===== src/common/pwr_hs_pkg.sv =====
// Purpose: Shared constants for the radio host power handshake block
// Assumes: Register port with 4-bit byte address, 32-bit data
// Notes: All offsets are byte addresses, one aligned word each
package pwr_hs_pkg;
  localparam logic [3:0] CTRL_OFFSET = 4'h0;
  localparam logic [3:0] PWRDN_OFFSET = 4'h4;
  localparam logic [3:0] STATUS_OFFSET = 4'h8;
  // Control field positions
  localparam int DEV_WAKE_POL_BIT = 0;
  localparam int HOST_WAKE_POL_BIT = 1;
  localparam int SW_HOST_WAKE_BIT = 2;
  localparam int SW_CLK_REQ_BIT = 3;
  localparam int SLEEP_OK_BIT = 4;
  localparam int UART_MODE_BIT = 5;
  localparam int PKT_AUTO_BIT = 6;
  localparam logic [6:0] CTRL_RESET = 7'h60;
  // Power-down field positions: tx, rx, pll, pa
  localparam int PD_TX_BIT = 0;
  localparam int PD_RX_BIT = 1;
  localparam int PD_PLL_BIT = 2;
  localparam int PD_PA_BIT = 3;
  localparam logic [3:0] PWRDN_RESET = 4'hf;
  localparam logic [3:0] PWRDN_ALL = 4'hf;
  localparam logic [3:0] PWRDN_RX_ON = 4'h9;
  localparam logic [3:0] PWRDN_TX_ON = 4'h2;
  typedef enum logic [1:0] {PWR_SLEEP, PWR_AWAKE} pwr_state_e;
endpackage


===== src/common/pwr_sync_if.sv =====
`timescale 1ns/1ps
// Purpose: Carrier between top and wake synchroniser
// Assumes: Single clock domain
// Notes: Raw pin in, synchronised level out
interface pwr_sync_if;
  logic rawLevel;
  logic syncLevel;
  modport top (output rawLevel, input syncLevel);
  modport sync (input rawLevel, output syncLevel);
endinterface


===== src/hdl/radio_host_power_handshake.sv =====
// Decided for this implementation: the address-and-strobe port and the address map.
`timescale 1ns/1ps
// Purpose: Host wake handshake, clock request and radio power-down control
// Assumes: Register port with read data one cycle after the read strobe
// Notes: Wake pin is raw pin level; polarity applied after synchronising
// Notes on behaviour
// Sideband wake signals active only while serial transport mode is enabled.
// Asserted device-wake forces awake state, or keeps it awake.
// Deasserted device-wake allows sleep only when sleep criteria are met.
// Software bits select polarity of device-wake input and host-wake output.
// Device raises host-wake when it needs host attention; host must wake.
// Host may sleep once host-wake drops and its own criteria hold.
// Clock request is raised when any radio function needs reference clock.
// Clock request is always active high, never inverted.
// Separate power-down outputs for tx path, rx path, PLL and PA.
// Power actions come from software registers or packet-handling logic.
// Packet handling switches radio power on and off within packet periods.
// Wake input is synchronised; outputs deasserted after reset. Here the four power-down outputs reset high, all paths down.
module radio_host_power_handshake (
  input wire logic core_clk,
  input wire logic sys_rst,
  input wire logic [3:0] regAddr,
  input wire logic [31:0] regWdata,
  input wire logic regWrite,
  input wire logic regRead,
  output logic [31:0] regRdata,
  input wire logic device_wake_in,
  input wire logic attentionReq,
  input wire logic radioClkNeed,
  input wire logic txActive,
  input wire logic rxActive,
  output logic host_wake_out,
  output logic clkReq,
  output logic txPowerDown,
  output logic rxPowerDown,
  output logic pllPowerDown,
  output logic paPowerDown,
  output logic awake
);
  logic [6:0] ctrl_q, ctrl_d;
  logic [3:0] pwrdn_q, pwrdn_d;
  logic [31:0] rdata_q, rdata_d;
  pwr_hs_pkg::pwr_state_e state_q, state_d;
  logic hostWake_q, hostWake_d;
  logic clkReq_q, clkReq_d;
  logic awake_q, awake_d;
  logic [3:0] pdOut_q, pdOut_d;
  logic wakeAsserted;
  logic uartMode;
  logic [3:0] pktPd;

  pwr_sync_if syncLink ();

  // sync wake pin
  assign syncLink.rawLevel = device_wake_in;

  wake_sync wakeSync (
    .core_clk(core_clk),
    .sys_rst(sys_rst),
    .link(syncLink.sync)
  );

  assign uartMode = ctrl_q[pwr_hs_pkg::UART_MODE_BIT];
  // input polarity, 1 means active high
  assign wakeAsserted = uartMode &&
    (syncLink.syncLevel == ctrl_q[pwr_hs_pkg::DEV_WAKE_POL_BIT]);

  // packet-driven power gating
  always_comb
  begin
    pktPd = pwr_hs_pkg::PWRDN_ALL;
    if (txActive)
    begin
      pktPd = pktPd & pwr_hs_pkg::PWRDN_TX_ON;
    end
    if (rxActive)
    begin
      pktPd = pktPd & pwr_hs_pkg::PWRDN_RX_ON;
    end
  end

  // R10 register writes and reads
  always_comb
  begin
    ctrl_d = ctrl_q;
    pwrdn_d = pwrdn_q;
    rdata_d = 32'h0;
    if (regWrite)
    begin
      case (regAddr)
        pwr_hs_pkg::CTRL_OFFSET: ctrl_d = regWdata[6:0];
        pwr_hs_pkg::PWRDN_OFFSET: pwrdn_d = regWdata[3:0];
        default: ;
      endcase
    end
    if (regRead)
    begin
      case (regAddr)
        pwr_hs_pkg::CTRL_OFFSET: rdata_d = {25'h0, ctrl_q};
        pwr_hs_pkg::PWRDN_OFFSET: rdata_d = {28'h0, pwrdn_q};
        pwr_hs_pkg::STATUS_OFFSET: rdata_d = {24'h0, pdOut_q, clkReq_q, hostWake_q,
          syncLink.syncLevel, state_q == pwr_hs_pkg::PWR_AWAKE};
        default: rdata_d = 32'h0;
      endcase
    end
  end

  // Sleep/awake state and outputs
  always_comb
  begin
    state_d = state_q;
    case (state_q)
      pwr_hs_pkg::PWR_SLEEP:
      begin
        // wake on request
        if (wakeAsserted || attentionReq || !uartMode)
        begin
          state_d = pwr_hs_pkg::PWR_AWAKE;
        end
      end
      pwr_hs_pkg::PWR_AWAKE:
      begin
        // sleep needs criteria
        if (uartMode && !wakeAsserted && !attentionReq && ctrl_q[pwr_hs_pkg::SLEEP_OK_BIT])
        begin
          state_d = pwr_hs_pkg::PWR_SLEEP;
        end
      end
      default: state_d = pwr_hs_pkg::PWR_SLEEP;
    endcase
    awake_d = state_d == pwr_hs_pkg::PWR_AWAKE;
    // host attention, R4 output polarity, R1 only in serial mode
    hostWake_d = uartMode && (attentionReq || ctrl_q[pwr_hs_pkg::SW_HOST_WAKE_BIT]) ?
      ctrl_q[pwr_hs_pkg::HOST_WAKE_POL_BIT] : !ctrl_q[pwr_hs_pkg::HOST_WAKE_POL_BIT];
    // clock request, R8 fixed active high
    clkReq_d = radioClkNeed || ctrl_q[pwr_hs_pkg::SW_CLK_REQ_BIT];
    // per-path power-down, sleep forces all down
    if (state_q != pwr_hs_pkg::PWR_AWAKE)
    begin
      pdOut_d = pwr_hs_pkg::PWRDN_ALL;
    end
    else if (ctrl_q[pwr_hs_pkg::PKT_AUTO_BIT])
    begin
      pdOut_d = pwrdn_q & pktPd;
    end
    else
    begin
      pdOut_d = pwrdn_q;
    end
  end

  always_ff @(posedge core_clk)
  begin
    if (sys_rst)
    begin
      ctrl_q <= pwr_hs_pkg::CTRL_RESET;
      pwrdn_q <= pwr_hs_pkg::PWRDN_RESET;
      rdata_q <= 32'h0;
      state_q <= pwr_hs_pkg::PWR_SLEEP;
      awake_q <= 1'b0;
      // clkReq and awake low in reset, power-downs all set, host wake at the idle level of its reset polarity
      hostWake_q <= !pwr_hs_pkg::CTRL_RESET[pwr_hs_pkg::HOST_WAKE_POL_BIT];
      clkReq_q <= 1'b0;
      pdOut_q <= pwr_hs_pkg::PWRDN_RESET;
    end
    else
    begin
      ctrl_q <= ctrl_d;
      pwrdn_q <= pwrdn_d;
      rdata_q <= rdata_d;
      state_q <= state_d;
      awake_q <= awake_d;
      hostWake_q <= hostWake_d;
      clkReq_q <= clkReq_d;
      pdOut_q <= pdOut_d;
    end
  end

  assign regRdata = rdata_q;
  assign host_wake_out = hostWake_q;
  assign clkReq = clkReq_q;
  assign txPowerDown = pdOut_q[pwr_hs_pkg::PD_TX_BIT];
  assign rxPowerDown = pdOut_q[pwr_hs_pkg::PD_RX_BIT];
  assign pllPowerDown = pdOut_q[pwr_hs_pkg::PD_PLL_BIT];
  assign paPowerDown = pdOut_q[pwr_hs_pkg::PD_PA_BIT];
  assign awake = awake_q;

  // wake within bound
  a_wake_forces_awake: assert property (@(posedge core_clk) disable iff (sys_rst)
    wakeAsserted |=> awake) else $error("awake not reached after wake request");
  // no sleep without criteria
  a_sleep_needs_ok: assert property (@(posedge core_clk) disable iff (sys_rst)
    $fell(awake) |-> $past(ctrl_q[pwr_hs_pkg::SLEEP_OK_BIT]) && !$past(wakeAsserted))
    else $error("slept without criteria");
  // host wake follows attention
  a_host_wake_attn: assert property (@(posedge core_clk) disable iff (sys_rst)
    (attentionReq && uartMode) |=> host_wake_out == $past(ctrl_q[pwr_hs_pkg::HOST_WAKE_POL_BIT]))
    else $error("host wake not asserted");
  // clock request active high
  a_clk_req_high: assert property (@(posedge core_clk) disable iff (sys_rst)
    radioClkNeed |=> clkReq) else $error("clock request missing");
  // sleep powers down all
  a_sleep_all_down: assert property (@(posedge core_clk) disable iff (sys_rst)
    !awake |=> txPowerDown && rxPowerDown && pllPowerDown && paPowerDown)
    else $error("path powered while asleep");
  // tx packet powers tx path
  a_pkt_tx_on: assert property (@(posedge core_clk) disable iff (sys_rst)
    (awake && txActive && ctrl_q[pwr_hs_pkg::PKT_AUTO_BIT]) |=> !txPowerDown && !paPowerDown)
    else $error("tx path not powered in packet");
  // R10 register write steers power-down
  a_reg_pwrdn: assert property (@(posedge core_clk) disable iff (sys_rst)
    (regWrite && regAddr == pwr_hs_pkg::PWRDN_OFFSET) |=> pwrdn_q == $past(regWdata[3:0]))
    else $error("power-down register not written");
  // idle host wake outside serial mode
  a_no_uart_idle: assert property (@(posedge core_clk) disable iff (sys_rst)
    !uartMode ##1 !uartMode |-> host_wake_out == !$past(ctrl_q[pwr_hs_pkg::HOST_WAKE_POL_BIT]))
    else $error("host wake active outside serial mode");
endmodule


===== src/hdl/wake_sync.sv =====
`timescale 1ns/1ps
// Purpose: Two-flop synchroniser for the device-wake pin
// Assumes: Synchronous active-high reset
// Notes: First stage feeds only the second stage
module wake_sync (
  input wire logic core_clk,
  input wire logic sys_rst,
  pwr_sync_if.sync link
);
  logic meta_q, meta_d;
  logic sync_q, sync_d;

  always_comb
  begin
    meta_d = link.rawLevel;
    sync_d = meta_q;
  end

  always_ff @(posedge core_clk)
  begin
    if (sys_rst)
    begin
      // Idle pin level of the reset polarity, so no false wake after reset
      meta_q <= !pwr_hs_pkg::CTRL_RESET[pwr_hs_pkg::DEV_WAKE_POL_BIT];
      sync_q <= !pwr_hs_pkg::CTRL_RESET[pwr_hs_pkg::DEV_WAKE_POL_BIT];
    end
    else
    begin
      meta_q <= meta_d;
      sync_q <= sync_d;
    end
  end

  assign link.syncLevel = sync_q;
endmodule


===== config.mk =====
export PLATFORM = sky130hd
export DESIGN_NAME = radio_host_power_handshake
export DESIGN_NICKNAME = d
export VERILOG_FILES = /design/src/common/pwr_hs_pkg.sv /design/src/common/pwr_sync_if.sv /design/src/hdl/radio_host_power_handshake.sv /design/src/hdl/wake_sync.sv
export SDC_FILE = /design/constraint.sdc
export NUM_CORES = 1
export LEC_CHECK = 0
export BUFFER_PORTS_ARGS = -buffer_cell sky130_fd_sc_hd__buf_4
export CAP_MARGIN = 20
export CORE_ASPECT_RATIO = 2
export CORE_UTILIZATION = 46
export CTS_CLUSTER_DIAMETER = 80
export CTS_CLUSTER_SIZE = 30
export DETAILED_ROUTE_END_ITERATION = 16
export GPL_ROUTABILITY_DRIVEN = 0
export PLACE_DENSITY = 0.84
export RECOVER_POWER = 25
export SKIP_LAST_GASP = 1
export SLEW_MARGIN = 20
export SYNTH_ARGS = -nofsm -noshare
export SYNTH_HDL_FRONTEND = slang
export SYNTH_SLANG_ARGS = --single-unit
export TNS_END_PERCENT = 20

===== constraint.sdc =====
create_clock -name core_clk -period 1.7 [get_ports core_clk]
set_clock_uncertainty 0.1 [all_clocks]
set_input_delay 0 -clock core_clk [delete_from_list [all_inputs] [get_ports core_clk]]
set_output_delay 0 -clock core_clk [all_outputs]
set_load 0.005 [all_outputs]

======== Word level (Yosys, flattened, before mapping) ========
Cells that the tools add are included.
operators by class
  equal/unequal tests ..................... 6
  multiplexer cells ....................... 8
  bitwise operators ....................... 2
  reduce and logical (&&, ||, !) cells .... 19
operators with widths
  cell                  number
  $pmux W8 S3           1
  $mux W4               2
  $logic_and A1 B1 Y1   5
  $and A4 B4 Y4         1
  $eq A2 B1 Y1 const B  2
  $eq A4 B3 Y1 const B  1
  $eq A4 B4 Y1 const B  1
  $logic_not A1 Y1      4
  $logic_not A4 Y1      1
  $logic_or A1 B1 Y1    4
  $mux W2               2
  $pmux W2 S2           1
  $reduce_and A2 Y1     2
  $reduce_or A2 Y1      2
  $mux W3               1
  $logic_not A2 Y1      1
  $ne A2 B1 Y1 const B  1
  $eq A1 B1 Y1          1
  $mux W1               1
  $not A1 Y1            1
word-level totals
  register bits ........................... 54
  bits of input ports ..................... 45
  output and inout port bits .............. 39

======== Longest topological paths before layout ========
  depth after elaboration ................. 9
  gate-level depth with buffers ........... 5

======== Cells and area by module ========
Synthesis repeated with hierarchy kept, for this count alone.
second synthesis, totals
  cell total of the unflattened synthesis .. 144
  area, all modules ....................... 1410.1 µm²
by module, submodules not included
  module                      instances  cells an instance  area an instance (µm²)  seq. area each (µm²)
  radio_host_power_handshake  1          140                1357.6                  560.5
  wake_sync                   1          4                  52.6                    40.0

======== Least setup slack after synthesis ========
No wires, ideal clock.
  path type ............................... register to register
  from .................................... reg ctrl_q[5]
  to ...................................... reg awake_q, in the netlist awake
  arrival ................................. 0.773 ns
  required time ........................... 1.475 ns
  path slack .............................. 0.701 ns
  cell stages (with the launch flop) ...... 3
  path buffers ............................ 0
  period minus slack after synthesis ...... 0.999 ns
  cell sequence ........................... dfxtp_1 > inv_1 > o41a_1
on the way
  word-level cells in the longest chain between the ends .. 8
  elaborated cells on any way between the ends .. 12
  classes of those cells .................. eq/ne (1); mux (3); reduce/logical (8)
ends and longest elaborated chain
  what                              RTL line                           text
  start: declaration                radio_host_power_handshake.sv:40   logic [6:0] ctrl_q, ctrl_d;
  start signal: assignment          radio_host_power_handshake.sv:156  ctrl_q <= pwr_hs_pkg::CTRL_RESET;
  start signal: assignment          radio_host_power_handshake.sv:168  ctrl_q <= ctrl_d;
  $logic_and A1 B1 Y1               radio_host_power_handshake.sv:65   assign wakeAsserted = uartMode &&
  $logic_not A1 Y1                  radio_host_power_handshake.sv:124  if (uartMode && !wakeAsserted && !attentionReq && ctrl_q[pwr_hs_pkg::SLEEP_OK_BIT])
  $logic_and A1 B1 Y1 (3 in a row)  radio_host_power_handshake.sv:124
  $mux W2                           radio_host_power_handshake.sv:124
  $pmux W2 S2 *                     radio_host_power_handshake.sv:112  case (state_q)
  $eq A2 B1 Y1 *                    radio_host_power_handshake.sv:131  awake_d = state_d == pwr_hs_pkg::PWR_AWAKE;
  end signal: assignment            radio_host_power_handshake.sv:172  awake_q <= awake_d;
  end: declaration                  radio_host_power_handshake.sv:46   logic awake_q, awake_d;
Every way passes the cells marked *; elsewhere a longest branch is shown, timed or not.
A chain may end at the register's enable or synchronous reset.

======== Worst setup path after layout ========
  from .................................... in regAddr[1]
  to ...................................... reg ctrl_q[4]
on the way
  word-level cells in the longest chain between the ends .. 2
ends and longest elaborated chain
  what                         RTL line                          text
  start: declaration           radio_host_power_handshake.sv:22  input wire logic [3:0] regAddr,
  $logic_not A4 Y1             radio_host_power_handshake.sv:90  case (regAddr)
  $reduce_and A2 Y1 (no line)  n/a
Every way passes these cells.

==> results.sh <==
export IMPL_syn_avg_cell_area_um2=9.845
export IMPL_synthMuxAreaShare=0.1271
export IMPL_core_area_um2=2943
export IMPL_antenna_found_initial=0
export IMPL_pin_count=84
export IMPL_reg2reg_slack_ns=0.46
export IMPL_layout_drive_gt1_share=0.2347
export IMPL_power_density_nw_per_um2=813.3
export IMPL_synth_top_family_by_area="simple AND/OR/NAND/NOR gates"
export IMPL_instances_no_fill=226
export IMPL_synth_compound_area_frac=0.06796
export IMPL_clock_latency_ns=0.28
export IMPL_synth_xor_area_frac=0.01236
export IMPL_post_cts_buffers=0
export IMPL_max_freq_mhz=656.3
export IMPL_cp_common_cell="buf_4"
export IMPL_port_buffer_count=34
export IMPL_critPathSlowestCell="dlygate4sd3_1"
export IMPL_worstSetupEndpointType="flop"
export IMPL_critPathBufInv=3
export IMPL_hold_start="regRead"
export IMPL_final_cell_area_um2=1822
export IMPL_start_util=0.4817
export IMPL_max_vdd_ir_drop_uv=591.2
export IMPL_num_rows=28
export IMPL_finalWirelength_mm=2.825
export IMPL_grtUsageTotal=0.1995
export IMPL_routedWlPerCell_um=12.50
export IMPL_synth_cells=144
export IMPL_cts_buffers=5
export IMPL_dp_hpwl_mm=2.066
export IMPL_area_delta_synth_final_pct=28.51
export IMPL_r2r_end="clkReq"
export IMPL_layout_nets=240
export IMPL_first_pass_iters=4
export IMPL_drv_cap=0
export IMPL_maxSlewViolCount=0
export IMPL_critical_path_peak_fanout=4
export IMPL_synthSimpleGateAreaFrac=0.2012
export IMPL_worstReg2RegStart="ctrl_q[3]"
export IMPL_worstPathRequired_ns=1.80
export IMPL_final_setup_tns_ns=0
export IMPL_status="finished clean"
export IMPL_clk_pin_slew_ns=0.06
export IMPL_critPathMaxStageDelay_ns=0.54
export IMPL_ys_seq_elements=30
export IMPL_synth_warnings=0
export IMPL_crit_start="regAddr[1]"
export IMPL_hp_class="in -> reg"
export IMPL_crit_cells=6
export IMPL_place_area_um2=1578
export IMPL_hold_ws_ns=0.007360
export IMPL_h_tree_depth=2
export IMPL_synth_distinct_cells=27
export IMPL_dp_cells=202
export IMPL_critPathTopFamily="buffers and inverters"
export IMPL_final_hold_viol_count=0
export IMPL_die_area_um2=3321
export IMPL_reg2regPathDepth=3
export IMPL_startpoint_type="input port"
export IMPL_cts_tree="yes"
export IMPL_synthAdderAreaFrac=0
export IMPL_vias=1064
export IMPL_grt_pass1_vias=1010
export IMPL_die_h_um=80.51
export IMPL_grt_pass1_wl_mm=4.319
export IMPL_cts_buffer_depth=2
export IMPL_cts_sinks=30
export IMPL_syn_area_um2=1418
export IMPL_n_antenna_cell=0
export IMPL_nFillCells=262
export IMPL_final_antenna_net_count=0
export IMPL_min_period_over_period=0.8962
export IMPL_rsz0062_at_grt="false"
export IMPL_drcViolationCount=0
export IMPL_p_leak_uw=0.0008241
export IMPL_seq_area_frac_synth=0.4237
export IMPL_die_x_um=41.26
export IMPL_cp_arrival_ns=1.63
export IMPL_worstSetupPathType="in -> reg"
export IMPL_finalCriticalPeriod_ns=1.524
export IMPL_cts_root_buf="clkbuf_8"
export IMPL_cp_cell_sequence="dlygate4sd3_1 > buf_4 > nor2_1 > nor4bb_4 > buf_4 > mux2i_1"
export IMPL_vias_per_cell=4.708
export IMPL_drt_iter0_drc=11
export IMPL_overflow=0
export IMPL_grt_max_degree=29
export IMPL_setup_violations=0
export IMPL_critPathCapture="ctrl_q[4]"
timing repair:
item                                    in CTS  in global routing
hold buffers                                16                  0
gates resized for setup                      0                  0
hold endpoints to repair                    27                  0
endpoints found under the setup margin       0                  0
how the worst min path moves through the flow:
stage | to | slack, ns | cells after the start
2_1_floorplan | wakeSync.meta_q | 0.004 | 1
3_3_place_gp | wakeSync.meta_q | 0.08 | 2
3_5_place_dp | wakeSync.meta_q | 0.09 | 2
4_1_cts | regRdata[4] | 0.003 | 3
5_1_grt | regRdata[4] | 0.01 | 4
6_report | regRdata[4] | 0.007 | 4
sequential cells by signal (all words and copies together) (netlist names):
register,count
state_q,2
clkReq,1
regRdata,8
awake,1
host_wake_out,1
pdOut_q,4
wakeSync.meta_q,1
ctrl_q,7
pwrdn_q,4
wakeSync.link.syncLevel,1
final cells by class:
type                    instances  area (um2)  area share
multi-input cells             106       673.1      0.3695
flip-flops and latches         30       600.6      0.3297
repair buffers                 51       415.4      0.2280
clock buffers                   7       86.33     0.04739
well taps                      30       37.54     0.02060
clock inverters                 1       5.005    0.002747
inverters                       1       3.754    0.002060
power breakdown:
part / internal (uW) / switching (uW) / leakage (uW)
sequential: 720 / 9.44 / 0.000244
combinational: 98.7 / 75.2 / 0.000531
clock: 326 / 253 / 0.0000482
total: 1140 / 337 / 0.000824
Yosys cell counts:
| cell type | instances | area (um2) |
|---|---|---|
| or2_2 | 2 | 12.51 |
| a21o_1 | 4 | 30.03 |
| and3_1 | 1 | 6.260 |
| mux2i_1 | 18 | 180.2 |
| clkbuf_2 | 1 | 5.000 |
| nand2b_1 | 11 | 68.82 |
| xnor2_1 | 2 | 17.52 |
| nor2b_1 | 1 | 6.260 |
| dfxtp_1 | 30 | 600.6 |
| or4_4 | 1 | 11.26 |
| o21a_1 | 1 | 7.510 |
| buf_4 | 26 | 195.2 |
| inv_1 | 1 | 3.750 |
| nand2_1 | 4 | 15.01 |
| nor4bb_1 | 1 | 10.01 |
| nor4bb_4 | 1 | 25.02 |
| nor2b_4 | 1 | 13.76 |
| o41a_1 | 2 | 22.52 |
| nor2_1 | 21 | 78.83 |
| nor3_1 | 1 | 5.000 |
| o21ai_0 | 2 | 10.01 |
| buf_6 | 2 | 22.52 |
| o2bb2ai_1 | 3 | 26.28 |
| clkbuf_1 | 2 | 7.510 |
| conb_1 | 1 | 3.750 |
| and2_1 | 3 | 18.77 |
| nand2b_4 | 1 | 13.76 |
per-stage QoR:
stage	utilization	worst slack, ns	power, uW
CTS	0.6216	0.1726	1494
floorplan	-	0.7014	869.6
finish	0.6190	0.1764	1482
detailed placement	0.5361	0.4515	889.0
global route	0.6190	0.03652	1542
global placement	0.5361	0.5097	883.4
cells in the final DEF (no fill, tap or decap):
cell type,n
o21ai_0,2
or2_2,2
conb_1,25
dfxtp_1,30
nand2b_4,1
nor2_1,21
nand2_1,4
clkbuf_1,3
mux2i_1,18
o41a_1,2
inv_1,1
nor2b_1,1
nor2b_4,1
nor4bb_1,1
clkbuf_8,6
or4_4,1
nand2b_1,11
a21o_1,4
dlygate4sd3_1,16
nor3_1,1
o21a_1,1
nor4bb_4,1
o2bb2ai_1,3
xnor2_1,2
buf_4,25
clkinv_2,1
and3_1,1
clkbuf_4,8
and2_1,3
worst reg2reg max path: stages (launching register included):
cell,delay (ns)
dfxtp_1,0.32
nor2_1,0.10
nor2_1,0.04
dlygate4sd3_1,0.56
cell families (layout without fill, tap and decap cells):
logic type             after synthesis  count (layout)
other                                1              25
flip-flops                          30              30
XOR/XNOR                             2               2
multiplexers                        18              18
buffers and inverters               32              60
AO/OA/AOI/OAI                       12              12
AND/OR/NAND/NOR                     49              49
layer usage:
layer	track usage	vias up	wire (um)
met2	0.3391	48	1560
met5	0	-	0
met1	0.1727	480	952
met4	0.1484	0	129
met3	0.06354	10	183
li1	-	526	-
(Power assumes the default switching activity.)
